### src/design/ext_wait_pkg.sv
// Shared constants and types for the external bus wait controller
package ext_wait_pkg;

	// ********************************************************
	// APB register map
	// ********************************************************
	localparam logic [7:0] WAIT_CTRL_OFS = 8'h00;
	localparam logic [7:0] AREA_CTRL_OFS = 8'h04;
	localparam logic [7:0] STATUS_OFS    = 8'h08;

	// ********************************************************
	// Wait state control fields and reset value
	// ********************************************************
	localparam int WIDE_WIDTH_BIT  = 7;
	localparam int WIDE_STATE_BIT  = 6;
	localparam int BASIC_WIDTH_BIT = 5;
	localparam int BASIC_STATE_BIT = 4;
	localparam int WMODE_HI        = 3;
	localparam int WMODE_LO        = 2;
	localparam int WCOUNT_HI       = 1;
	localparam int WCOUNT_LO       = 0;
	localparam logic [7:0] WAIT_CTRL_RST = 8'hf3;

	// Area control fields
	localparam int WIDE_EN_BIT = 0;
	localparam int CP_EN_BIT   = 1;
	localparam int MUX_EN_BIT  = 2;
	localparam logic [7:0] AREA_CTRL_RST = 8'h00;

	// ********************************************************
	// Fixed settings for areas whose own registers are not here
	// ********************************************************
	localparam logic       CP_WIDTH_8      = 1'b1;
	localparam logic       CP_THREE_STATE  = 1'b1;
	localparam logic [1:0] CP_WAIT_COUNT   = 2'h3;
	localparam logic [1:0] WIDE_WAIT_COUNT = 2'h3;

	// Access timing in clock cycles, one bus state per cycle
	localparam logic [1:0] ADDR_PHASE_CYCLES = 2'h2;

	// ********************************************************
	// Enumerations
	// ********************************************************
	typedef enum logic [1:0] {
		WM_PROGRAM  = 2'b00,
		WM_DISABLED = 2'b01,
		WM_PIN      = 2'b10,
		WM_PIN_AUTO = 2'b11
	} wait_mode_t;

	typedef enum logic [1:0] {
		RG_INT_MEM = 2'b00,
		RG_INT_IO  = 2'b01,
		RG_BASIC   = 2'b10,
		RG_WIDE    = 2'b11
	} region_t;

	typedef enum logic [2:0] {
		S_IDLE = 3'b000,
		S_ADDR = 3'b001,
		S_DATA = 3'b010,
		S_WAIT = 3'b011,
		S_LAST = 3'b100
	} seq_state_t;

	localparam wait_mode_t CP_WAIT_MODE   = WM_PROGRAM;
	localparam wait_mode_t WIDE_WAIT_MODE = WM_PROGRAM;

endpackage

### src/design/pin_sync3.sv
// Three-stage synchroniser with agreement filter for a pin input
`timescale 1ns/1ps
module pin_sync3
	import ext_wait_pkg::*;
(
	input  wire logic clk,
	input  wire logic rstn,
	input  wire logic ce,
	input  wire logic pin_in,
	output logic      level_out
);
	logic s1_q, s2_q, s3_q, lvl_q, lvl_d;

	// A change counts only when stages two and three agree
	always_comb begin
		lvl_d = (s2_q == s3_q) ? s3_q : lvl_q;
	end

	// Stage one feeds stage two alone to bound metastability
	always_ff @(posedge clk or negedge rstn) begin
		if (!rstn) begin
			s1_q  <= 1'b1;
			s2_q  <= 1'b1;
			s3_q  <= 1'b1;
			lvl_q <= 1'b1;
		end else if (ce) begin
			s1_q  <= pin_in;
			s2_q  <= s1_q;
			s3_q  <= s2_q;
			lvl_q <= lvl_d;
		end
	end

	assign level_out = lvl_q;
endmodule

### src/design/apb_wait_regs.sv
// APB slave holding the wait and area control registers
`timescale 1ns/1ps
module apb_wait_regs
	import ext_wait_pkg::*;
(
	input  wire logic        clk,
	input  wire logic        rstn,
	input  wire logic        ce,
	input  wire logic        psel,
	input  wire logic        penable,
	input  wire logic        pwrite,
	input  wire logic [7:0]  paddr,
	input  wire logic [31:0] pwdata,
	input  wire logic [7:0]  status_in,
	output logic [31:0]      prdata,
	output logic             pready,
	output logic             pslverr,
	output logic [7:0]       wait_ctrl,
	output logic [7:0]       area_ctrl
);
	logic [7:0]  wait_ctrl_q, wait_ctrl_d, area_ctrl_q, area_ctrl_d;
	logic [31:0] rdata_q, rdata_d;
	logic        mapped, access, setup;

	// Decode and next register values
	always_comb begin
		mapped = (paddr == WAIT_CTRL_OFS) || (paddr == AREA_CTRL_OFS) ||
			(paddr == STATUS_OFS);
		access = psel && penable;
		setup  = psel && !penable;
		wait_ctrl_d = wait_ctrl_q;
		area_ctrl_d = area_ctrl_q;
		rdata_d     = rdata_q;
		if (access && pwrite && paddr == WAIT_CTRL_OFS) begin
			wait_ctrl_d = pwdata[7:0];
		end
		if (access && pwrite && paddr == AREA_CTRL_OFS) begin
			area_ctrl_d = {5'h00, pwdata[2:0]};
		end
		// Read data captured in setup so it comes from flops
		if (setup) begin
			unique case (paddr)
				WAIT_CTRL_OFS: rdata_d = {24'h000000, wait_ctrl_q};
				AREA_CTRL_OFS: rdata_d = {24'h000000, area_ctrl_q};
				STATUS_OFS:    rdata_d = {24'h000000, status_in};
				default:       rdata_d = 32'h00000000;
			endcase
		end
	end

	// Registers load printed reset values
	always_ff @(posedge clk or negedge rstn) begin
		if (!rstn) begin
			wait_ctrl_q <= WAIT_CTRL_RST;
			area_ctrl_q <= AREA_CTRL_RST;
			rdata_q     <= 32'h00000000;
		end else if (ce) begin
			wait_ctrl_q <= wait_ctrl_d;
			area_ctrl_q <= area_ctrl_d;
			rdata_q     <= rdata_d;
		end
	end

	// Zero-wait slave; a frozen clock enable holds the access
	assign pready    = ce;
	assign pslverr   = access && !mapped;
	assign prdata    = rdata_q;
	assign wait_ctrl = wait_ctrl_q;
	assign area_ctrl = area_ctrl_q;
endmodule

### src/design/ext_bus_wait_ctrl.sv
// External area bus timing controller with APB configuration
//
// Contract
// - Internal memory and I/O accesses keep fixed width and timing.
// - With the wide area enabled its width bit picks 16 (0) or 8 (1) bits.
// - With the wide area enabled its state bit picks 2 states or 3 with waits.
// - With multiplexing on, state count and waits apply to the data phase.
// - The basic width bit picks a 16-bit (0) or 8-bit (1) basic area bus.
// - The basic state bit picks 2 states without waits or 3 with waits.
// - With wide and CP areas both on, basic fields do not steer them.
// - Basic wait mode 00 program, 01 off, 10 pin, 11 pin auto-wait.
// - Basic wait count codes 00 to 11 insert zero to three waits.
// - Program waits go only into data cycles of an access.
// - Reset sets widths and states to 1, mode to 00 and count to 11.
// - CP enable routes external accesses outside the enabled wide area to the CP area, else normal space.
`timescale 1ns/1ps
module ext_bus_wait_ctrl
	import ext_wait_pkg::*;
(
	input  wire logic        clk,
	input  wire logic        rstn,
	input  wire logic        ce,
	input  wire logic        psel,
	input  wire logic        penable,
	input  wire logic        pwrite,
	input  wire logic [7:0]  paddr,
	input  wire logic [31:0] pwdata,
	output logic [31:0]      prdata,
	output logic             pready,
	output logic             pslverr,
	input  wire logic        acc_req,
	input  wire logic [1:0]  acc_region,
	output logic             acc_ready,
	output logic             acc_done,
	input  wire logic        ext_wait_n,
	output logic             ext_cs,
	output logic             ext_addr_phase,
	output logic             ext_data_phase,
	output logic             ext_wait_state,
	output logic             ext_bus_8bit,
	output logic             ext_cp_sel
);

	// ********************************************************
	// Configuration registers and wait pin
	// ********************************************************
	logic [7:0] wait_ctrl, area_ctrl, status;
	logic       wait_lvl, wait_req;

	apb_wait_regs u_regs (
		.clk       (clk),
		.rstn      (rstn),
		.ce        (ce),
		.psel      (psel),
		.penable   (penable),
		.pwrite    (pwrite),
		.paddr     (paddr),
		.pwdata    (pwdata),
		.status_in (status),
		.prdata    (prdata),
		.pready    (pready),
		.pslverr   (pslverr),
		.wait_ctrl (wait_ctrl),
		.area_ctrl (area_ctrl)
	);

	pin_sync3 u_wait_sync (
		.clk       (clk),
		.rstn      (rstn),
		.ce        (ce),
		.pin_in    (ext_wait_n),
		.level_out (wait_lvl)
	);

	assign wait_req = !wait_lvl;

	// ********************************************************
	// Effective settings for the access being started
	// ********************************************************
	logic       wide_en, cp_en, mux_en;
	logic       is_int, is_wide, is_cp;
	logic       set_8bit, set_t3, set_pin;
	logic [1:0] set_cnt, set_prog;
	wait_mode_t set_mode;

	assign wide_en = area_ctrl[WIDE_EN_BIT];
	assign cp_en   = area_ctrl[CP_EN_BIT];
	assign mux_en  = area_ctrl[MUX_EN_BIT];

	// Area decode and field selection; later areas override basic
	always_comb begin
		is_int   = (acc_region == RG_INT_MEM) || (acc_region == RG_INT_IO);
		is_wide  = (acc_region == RG_WIDE) && wide_en;
		is_cp    = !is_int && !is_wide && cp_en;
		set_8bit = wait_ctrl[BASIC_WIDTH_BIT];
		set_t3   = wait_ctrl[BASIC_STATE_BIT];
		set_mode = wait_mode_t'(wait_ctrl[WMODE_HI:WMODE_LO]);
		set_cnt  = wait_ctrl[WCOUNT_HI:WCOUNT_LO];
		if (is_wide) begin
			set_8bit = wait_ctrl[WIDE_WIDTH_BIT];
			set_t3   = wait_ctrl[WIDE_STATE_BIT];
			if (cp_en) begin
				set_mode = WIDE_WAIT_MODE;
				set_cnt  = WIDE_WAIT_COUNT;
			end
		end
		if (is_cp) begin
			set_8bit = CP_WIDTH_8;
			set_t3   = CP_THREE_STATE;
			set_mode = CP_WAIT_MODE;
			set_cnt  = CP_WAIT_COUNT;
		end
		// Two-state accesses never take waits
		if (!set_t3) begin
			set_mode = WM_DISABLED;
		end
		// Mode decode into program count and pin sampling
		unique case (set_mode)
			WM_PROGRAM: begin
				set_prog = set_cnt;
				set_pin  = 1'b0;
			end
			WM_DISABLED: begin
				set_prog = 2'h0;
				set_pin  = 1'b0;
			end
			WM_PIN: begin
				set_prog = set_cnt;
				set_pin  = 1'b1;
			end
			WM_PIN_AUTO: begin
				set_prog = 2'h0;
				set_pin  = 1'b1;
			end
		endcase
	end

	// ********************************************************
	// Access sequencer
	// ********************************************************
	seq_state_t state_q, state_d;
	logic [1:0] cnt_q, cnt_d, wcnt_q, wcnt_d;
	logic       t3_q, t3_d, pin_q, pin_d, int_q, int_d;
	logic       w8_q, w8_d, cp_q, cp_d;
	logic       start;

	assign start = (state_q == S_IDLE) && acc_req;

	// Next state; settings are latched so writes mid-access are safe
	always_comb begin
		state_d = state_q;
		cnt_d   = cnt_q;
		wcnt_d  = wcnt_q;
		t3_d    = t3_q;
		pin_d   = pin_q;
		int_d   = int_q;
		w8_d    = w8_q;
		cp_d    = cp_q;
		unique case (state_q)
			S_IDLE: begin
				if (acc_req) begin
					int_d  = is_int;
					t3_d   = set_t3;
					pin_d  = set_pin;
					wcnt_d = set_prog;
					// Internal cycles stay 16-bit, never routed out
					w8_d   = is_int ? 1'b0 : set_8bit;
					cp_d   = is_int ? 1'b0 : is_cp;
					cnt_d  = ADDR_PHASE_CYCLES - 2'h1;
					if (is_int) begin
						state_d = S_LAST;
					end else if (mux_en) begin
						state_d = S_ADDR;
					end else begin
						state_d = S_DATA;
					end
				end
			end
			S_ADDR: begin
				// Address phase length is fixed by ADDR_PHASE_CYCLES
				if (cnt_q == 2'h0) begin
					state_d = S_DATA;
				end else begin
					cnt_d = cnt_q - 2'h1;
				end
			end
			S_DATA: begin
				// T1 of a 2-state cycle, or T1 and T2 of a 3-state one
				if (!t3_q) begin
					state_d = S_LAST;
				end else if (cnt_q == 2'h0) begin
					if (wcnt_q != 2'h0 || (pin_q && wait_req)) begin
						state_d = S_WAIT;
					end else begin
						state_d = S_LAST;
					end
				end else begin
					cnt_d = cnt_q - 2'h1;
				end
			end
			S_WAIT: begin
				if (wcnt_q != 2'h0) begin
					wcnt_d = wcnt_q - 2'h1;
					if (wcnt_q == 2'h1 && !(pin_q && wait_req)) begin
						state_d = S_LAST;
					end
				end else if (!(pin_q && wait_req)) begin
					state_d = S_LAST;
				end
			end
			S_LAST: begin
				state_d = S_IDLE;
			end
			default: begin
				state_d = S_IDLE;
			end
		endcase
		// Data phase counter reload on entry from the address phase or from idle
		if (state_q != S_DATA && state_d == S_DATA) begin
			cnt_d = 2'h1;
		end
		if (state_q == S_IDLE && state_d == S_DATA) begin
			cnt_d = 2'h1;
		end
	end

	// Sequencer registers, frozen while the clock enable is low
	always_ff @(posedge clk or negedge rstn) begin
		if (!rstn) begin
			state_q <= S_IDLE;
			cnt_q   <= 2'h0;
			wcnt_q  <= 2'h0;
			t3_q    <= 1'b0;
			pin_q   <= 1'b0;
			int_q   <= 1'b0;
			w8_q    <= 1'b0;
			cp_q    <= 1'b0;
		end else if (ce) begin
			state_q <= state_d;
			cnt_q   <= cnt_d;
			wcnt_q  <= wcnt_d;
			t3_q    <= t3_d;
			pin_q   <= pin_d;
			int_q   <= int_d;
			w8_q    <= w8_d;
			cp_q    <= cp_d;
		end
	end

	// ********************************************************
	// Bus strobes and status
	// ********************************************************
	// Wait states count as data cycles; address phase never stretches
	assign acc_ready      = (state_q == S_IDLE);
	assign acc_done       = (state_q == S_LAST);
	assign ext_cs         = (state_q != S_IDLE) && !int_q;
	assign ext_addr_phase = (state_q == S_ADDR);
	assign ext_wait_state = (state_q == S_WAIT);
	assign ext_data_phase = ext_cs && !ext_addr_phase;
	assign ext_bus_8bit   = w8_q;
	assign ext_cp_sel     = cp_q;
	assign status = {1'b0, wait_req, cp_q, w8_q, t3_q, state_q};
endmodule

### config.mk
export PLATFORM = sky130hd
export DESIGN_NAME = ext_bus_wait_ctrl
export DESIGN_NICKNAME = d
export VERILOG_FILES = /design/src/design/ext_wait_pkg.sv /design/src/design/pin_sync3.sv /design/src/design/apb_wait_regs.sv /design/src/design/ext_bus_wait_ctrl.sv
export SDC_FILE = /design/constraint.sdc
export NUM_CORES = 1
export LEC_CHECK = 0
export ABC_AREA = 1
export BUFFER_PORTS_ARGS = -buffer_cell sky130_fd_sc_hd__buf_2
export CORE_ASPECT_RATIO = 0.5
export CORE_MARGIN = 3
export CORE_UTILIZATION = 54
export CTS_BUF_LIST = sky130_fd_sc_hd__clkbuf_8
export DETAILED_ROUTE_END_ITERATION = 10
export PLACE_DENSITY = 0.85
export SLEW_MARGIN = 20
export SYNTH_ARGS = -nofsm -noshare
export SYNTH_HDL_FRONTEND = slang
export SYNTH_SLANG_ARGS = --single-unit
export TNS_END_PERCENT = 30
### constraint.sdc
create_clock -name clk -period 2.97 [get_ports clk]
set_input_delay 0.594 -clock clk [delete_from_list [all_inputs] [get_ports clk]]
set_output_delay 0.594 -clock clk [all_outputs]
set_load 0.05 [all_outputs]
==> key figures, run 1 <==
Synth
  – Post-synthesis async set-or-reset flop share: 1.00
  – Area leader, netlist: dfrtp_1
  – Commonest register cell after synthesis: dfrtp_1
  – Top post-synthesis cells by count: 108 x nand2_1, 26 x nand3_1, 25 x buf_4, 25 x dfrtp_1, 22 x inv_1
  – Unique masters post-synth: 33
  – Synthesized flop and latch total: 35
  – Number of synthesized flops with an enable pin: 0
  – Mean Syn Cell Area: 7.36 sq um
  – Cell Area, Synth: 0.00227 sq mm
  – Synth area leaders: dfrtp_1 28%, nand2_1 18%, dfstp_2 12%
  – Seq/Total Area, Yosys: 0.392
  – Top-area cell type share of the netlist area: 0.276
  – Most frequent cell after synthesis: nand2_1
  – Cells after synthesis: 308
  – Synth warnings: 0

Setup path
  – Largest delay contributor family on the critical path: flip-flops
  – Critical path fanouts, max: 9
  – Worst EP required: 2.38 ns
  – WP data arrival: between 1.5 and 2 ns
  – Worst Setup End Kind: output pin
  – WP depth: 5
  – R2r worst-path depth: 5
  – Cells along the critical path: nor2_4 -> nand2_4 -> inv_4 -> nor3_1 -> buf_2
  – WP buf/inv: 2
  – Crit path kind: reg2out
  – CP max stage delay: 0.63 ns
  – Crit path launch type: flip-flop
  – Slowest cell on the critical path: dfrtp_1

CTS
  – Post-CTS setup repair buffer count: 0
  – CTS tree: done
  – Clk sinks: 35
  – CTS root buf: clkbuf_8
  – Worst skew pair latency: 0.29 ns
  – PostCTS Resize Cnt: 0
  – Clk pin slew, worst setup/hold paths: 0.08 ns
  – # H-tree levels: 2
  – CTS max path bufs: 2
  – Total CTS buffers: 5
  – CTS Hold Bufs: 0

STA
  – Hold_ws: 0.377 ns
  – Max Freq: 0.441 GHz
  – Tmin final: around 2.3 ns
  – Setup TNS: 0 ns
  – RSZ-0062 raised after global routing: false
  – Worst Tran Pin Value: roughly 0.77 ns
  – Worst clock skew: 0.0124 ns
  – Hold Vio Cnt, Final: 0
  – Slew headroom: 0.487
  – Final setup viols: 0
  – Final period util: 0.763
  – Slew Viols, Final: 0

Floorplan
  – Height of the die: slightly above 50 um
  – Cell Rows: 15
  – Starting density of the core: 0.610
  – Die Span X: 97.6 um
  – Core Area: 0.00372 sq mm
  – Die area: 0.00506 sq mm
  – Ports: 92

Global route
  – Pin count of the biggest net entering global routing: 36
  – Antenna violations before repair: 0
  – GRT Total Usage: 0.224
  – Vias in the first global route: 1,997
  – First-pass GRT wire length: ~9000 um
  – GRT overflow: 0

Power and ir drop
  – PD cells: 536 mW/mm^2
  – LEAKAGE: 1.36 nW
  – Peak VDD IR: about 0.25 mV

Layout
  – Area Overhead vs Synth: 11.2%
  – # fillers: 312
  – Finished Core Util: 0.678
  – Post-Layout Cell Count: 404
  – Storage cell area: just under 900 sq um
  – Layout cell share with drive strength beyond 1: 0.258
  – Nets: 405
  – Multi-input logic area: 0.00112 sq mm
  – ANT cells: 0

Place
  – Port bufs: 43
  – Gp weighted congestion: around 0.86
  – HPWL Detailed: 4070 um
  – DP Cell Count: 396

Status
  – Status: finished, final reports clean

Route
  – DRC violations left: 0
  – Antenna viol nets, final: 0
  – Post-Route WL: 5230 um
  – Iter 0 DRT Violations: 136
  – Vias: between 2,000 and 2,500
  – WL/cell: 12.9 um
  – Pre-antenna DRT Iters: 4
  – Vias per cell: 5.17

Worst hold path
  – Hold Crit Class: in2async

Job
  – Max Cap Violations: 0
-- cell families (layout without fill, tap and decap cells) --
family	after synthesis	after routing	synth area share
other	1	24	0.00165
AOI/OAI and AO/OA	30	30	0.0751
DFF	35	35	0.392
buffers and inverters	62	84	0.152
adders and majority gates	3	3	0.0166
and+or+nand+nor	177	177	0.363
-- per-layer routing --
layer  GRT usage  vias up  share of wire
met2       0.400       87           0.48
met4      0.0805        0          0.016
met5           0        -              0
met1       0.269      978           0.44
met3      0.0535       12          0.064
li1            -     1013              -
-- final timing paths --
check                            startpoint                  end  slack (ns)
min                                    rstn  u_regs.area_ctrl[1]        0.38
min in group clk           u_wait_sync.s1_q     u_wait_sync.s1_q        0.47
max                              state_q[1]       ext_data_phase        0.70
max in group asynchronous              rstn           state_q[2]        2.09
min reg2reg                u_wait_sync.s1_q     u_wait_sync.s1_q        0.47
max reg2reg                      state_q[1]            wcnt_q[1]        1.47
-- cells in the final DEF (no fill, tap or decap), types with 3 or more instances in the layout --
cell type / synthesis / routed
nand2_1: 108 / 108
buf_2: 4 / 43
nand3_1: 26 / 26
dfrtp_1: 25 / 25
conb_1: 1 / 24
inv_1: 22 / 23
nor2_1: 18 / 18
o21ai_1: 12 / 12
o21ai_0: 10 / 10
dfstp_2: 10 / 10
clkbuf_8: 0 / 7
inv_2: 6 / 6
nor2_2: 5 / 5
nand3_2: 3 / 3
nand2_2: 3 / 3
nand4_1: 3 / 3
ha_1: 3 / 3
-- through the flow --
step / total power [mW] / instance area (sq um) / setup WS, ns
final: 1.35 / 2520 / 0.703
after global routing: 1.43 / 2520 / 0.585
after CTS: 1.35 / 2520 / 0.709
after detailed placement: 0.979 / 2420 / 0.949
after global placement: 0.959 / 2420 / 1.00
after floorplan: 0.911 / 2350 / 0.477
-- worst register-to-register path, delay by kind of cell (launching register included) --
kind	cells	cell delay, ns
AOI/OAI and AO/OA	2	0.26
and+or+nand+nor	3	0.49
DFF	1	0.63
-- where the power goes --
part | switching, mW | internal, mW
clock | 0.169 | 0.208
combinational | 0.311 | 0.106
sequential | 0.0378 | 0.519
total | 0.518 | 0.833
-- final cells by class --
class                      count  area share
tap                           51      0.0253
sequential                    35       0.353
clock inverter                 1     0.00149
timing repair buffer          44      0.0884
inverter                      32      0.0497
clock buffer                   7      0.0382
multi-input combinational    234       0.444
-- state kept, by name (all words and copies together), names as in the netlist --
| signal | cells |
|---|---|
| u_wait_sync.s3_q | 1 |
| u_wait_sync.s2_q | 1 |
| u_regs.area_ctrl | 3 |
| wcnt_q | 2 |
| state_q | 3 |
| ext_bus_8bit | 1 |
| cnt_q | 2 |
| pin_q | 1 |
| u_regs.wait_ctrl | 8 |
| u_regs.prdata | 8 |
| int_q | 1 |
| u_wait_sync.s1_q | 1 |
| t3_q | 1 |
| u_wait_sync.level_out | 1 |
| ext_cp_sel | 1 |
No activity file was read; power rests on OpenSTA's default activity.
==> run 2: changes to the inputs <==
CORE_UTILIZATION = 45   (was 54)
PLACE_DENSITY = 0.75   (was 0.85)
clock period = 2 ns   (was 2.97 ns; I/O delays follow)
==> key figures, run 2 (same netlist as run 1, synthesis figures left out) <==
CTS
  – Worst skew pair latency: 0.28 ns (about the same)
  – Clk pin slew, worst setup/hold paths: 0.07 ns (about the same)
  – CTS max path bufs: 2 (unchanged)
  – CTS tree: done
  – Total CTS buffers: 5 (unchanged)
  – CTS Hold Bufs: 0 (unchanged)
  – # H-tree levels: 2 (unchanged)
  – CTS root buf: clkbuf_8
  – Clk sinks: 35 (unchanged)

Layout
  – Most common cell after layout, fill and taps aside: nand2_1
  – Multi-input logic area: 0.00112 sq mm (+0.45%)
  – Finished Core Util: 0.554 (-0.125)
  – Layout cell share with drive strength beyond 1: 0.271 (+0.0134)
  – Storage cell area: 892 sq um (+0.42%)
  – Final Instance Area: 0.00255 sq mm (+1.4%)
  – # fillers: 434 (+39%)
  – Most frequent cells in the layout: 108 x nand2_1, 43 x buf_2, 26 x nand3_1, 24 x conb_1, 23 x inv_1
  – ANT cells: 0 (unchanged)
  – Area Overhead vs Synth: 12.8%
  – Nets: 406 (+0.25%)

Place
  – HPWL Detailed: 3970 um (-2.5%)
  – Port bufs: 43 (unchanged)
  – Placed instance area: 0.00245 sq mm (+1.3%)
  – Gp weighted congestion: 0.867 (+1.0%)

STA
  – Setup TNS: 0 ns (unchanged)
  – Slew headroom: 0.486 (-0.00139)
  – Max Freq: 0.537 GHz
  – Final period util: 0.930
  – Worst clock skew: 0.00444 ns (-0.00792 ns)
  – Hold Vio Cnt, Final: 0 (unchanged)
  – Worst Tran Pin Value: 0.771 ns (+0.00209 ns)
  – RSZ-0062 raised after global routing: false
  – Slew Viols, Final: 0 (unchanged)
  – Tmin final: 1.86 ns
  – Final setup viols: 0 (unchanged)

Setup path
  – CP max stage delay: 0.51 ns (-0.12 ns)
  – Crit path kind: reg2out
  – WP buf/inv: 2 (unchanged)
  – R2r setup slk: 0.62 ns (-0.85 ns)
  – RR Startpoint: state_q[1]
  – Worst EP required: 1.60 ns (-0.78 ns)
  – Critical path fanouts, max: 9 (unchanged)
  – WP data arrival: 1.46 ns (-0.21 ns)
  – Largest delay contributor family on the critical path: flip-flops
  – Slowest cell on the critical path: dfrtp_2
  – R2r worst-path depth: 6 (+1)
  – RR Endpoint: ext_cp_sel
  – Worst Setup End Kind: output pin
  – Cells along the critical path: nor2_4 -> nand2_4 -> inv_4 -> nor3_2 -> buf_2
  – Crit path launch type: flip-flop

Power and ir drop
  – LEAKAGE: 1.36 nW (about the same)
  – Clock share of power: 0.277 (-0.002)
  – Peak VDD IR: 0.285 mV (+16%)
  – Post-layout power: 2.00 mW (+48%)
  – Sw frac: 0.381 (-0.00251)
  – Cell Int Power: 1.24 mW (+49%)
  – Part of the power in registers: 0.415 (+0.003)
  – Combinational share of power: 0.308 (about the same)
  – Switch Pwr: 0.763 mW (+47%)
  – PD cells: 785 mW/mm^2 (+46%)

Route
  – Vias: 2,024 (-3.2%)
  – WL/cell: 12.0 um (-7.3%)
  – Vias per cell: 4.82 (-6.8%)
  – Pre-antenna DRT Iters: 4 (unchanged)
  – Iter 0 DRT Violations: 99 (-27%)
  – Antenna viol nets, final: 0 (unchanged)
  – DRC violations left: 0 (unchanged)
  – Post-Route WL: 5040 um (-3.6%)

Floorplan
  – Height of the die: 56.2 um (+8.4%)
  – Starting density of the core: 0.491 (-0.119)
  – Cell Rows: 17 (+2)
  – Ports: 92 (unchanged)
  – Die Span X: 106 um (+9.0%)
  – Core Area: 0.00462 sq mm (+24%)
  – Die area: 0.00597 sq mm (+18%)

Global route
  – Vias in the first global route: 1,859 (-6.9%)
  – GRT Total Usage: 0.177 (-0.0462)
  – GRT overflow: 0 (unchanged)
  – First-pass GRT wire length: 8420 um (-5.3%)
  – Antenna violations before repair: 0 (unchanged)
  – Pin count of the biggest net entering global routing: 36 (unchanged)

Worst hold path
  – Hold Crit Class: in2async

Status
  – Status: finished, final reports clean

Job
  – Max Cap Violations: 0 (unchanged)
==> run 2: power by group through the flow <==
stage	registers, mW	logic (mW)	clock network [mW]
after CTS	0.830	0.620	0.567
after detailed placement	0.841	0.620	0
after floorplan	0.820	0.537	0
after global placement	0.837	0.602	0
final	0.831	0.618	0.555
after global routing	0.838	0.689	0.606
==> run 2: routing by layer <==
layer	wire, um	global-route usage
met1	2370	0.236
met2	2230	0.288
met5	0	0
met4	53	0.0646
met3	385	0.0348
==> run 2: layout make-up <==
cell class | instances | share of cell area
Timing Repair Buffer | 45 | 0.0901
Clock inverter | 1 | 0.00147
Clock buffer | 7 | 0.0377
Sequential cell | 35 | 0.349
Multi-Input combinational cell | 234 | 0.440
Tap cell | 66 | 0.0323
Inverter | 32 | 0.0490
==> run 2: metrics by stage <==
stage	worst slack [ns]	instances	hold slack [ns]
3_3_place_gp	0.335	412	0.452
5_1_grt	0.0196	420	0.257
6_report	0.139	420	0.183
3_5_place_dp	0.313	412	0.456
2_1_floorplan	0.133	331	0.104
4_1_cts	0.0277	420	0.225
==> run 2: how the worst max path moves through the flow <==
stage / slack, ns / start / cells past startpoint / endpoint
after detailed placement: 0.31 / state_q[1] / 5 / ext_data_phase
after global routing: 0.02 / state_q[1] / 5 / ext_data_phase
after CTS: 0.03 / state_q[2] / 5 / ext_data_phase
final: 0.14 / state_q[1] / 5 / ext_data_phase
after floorplan: 0.13 / state_q[2] / 4 / ext_data_phase
after global placement: 0.34 / state_q[1] / 5 / ext_data_phase
==> run 2: timing repair <==
action	4_1_cts	5_1_grt
setup buffers	0	0
gates resized for setup	1	2
gates cloned	0	0
setup endpoints to repair	1	3
pin swaps	0	0
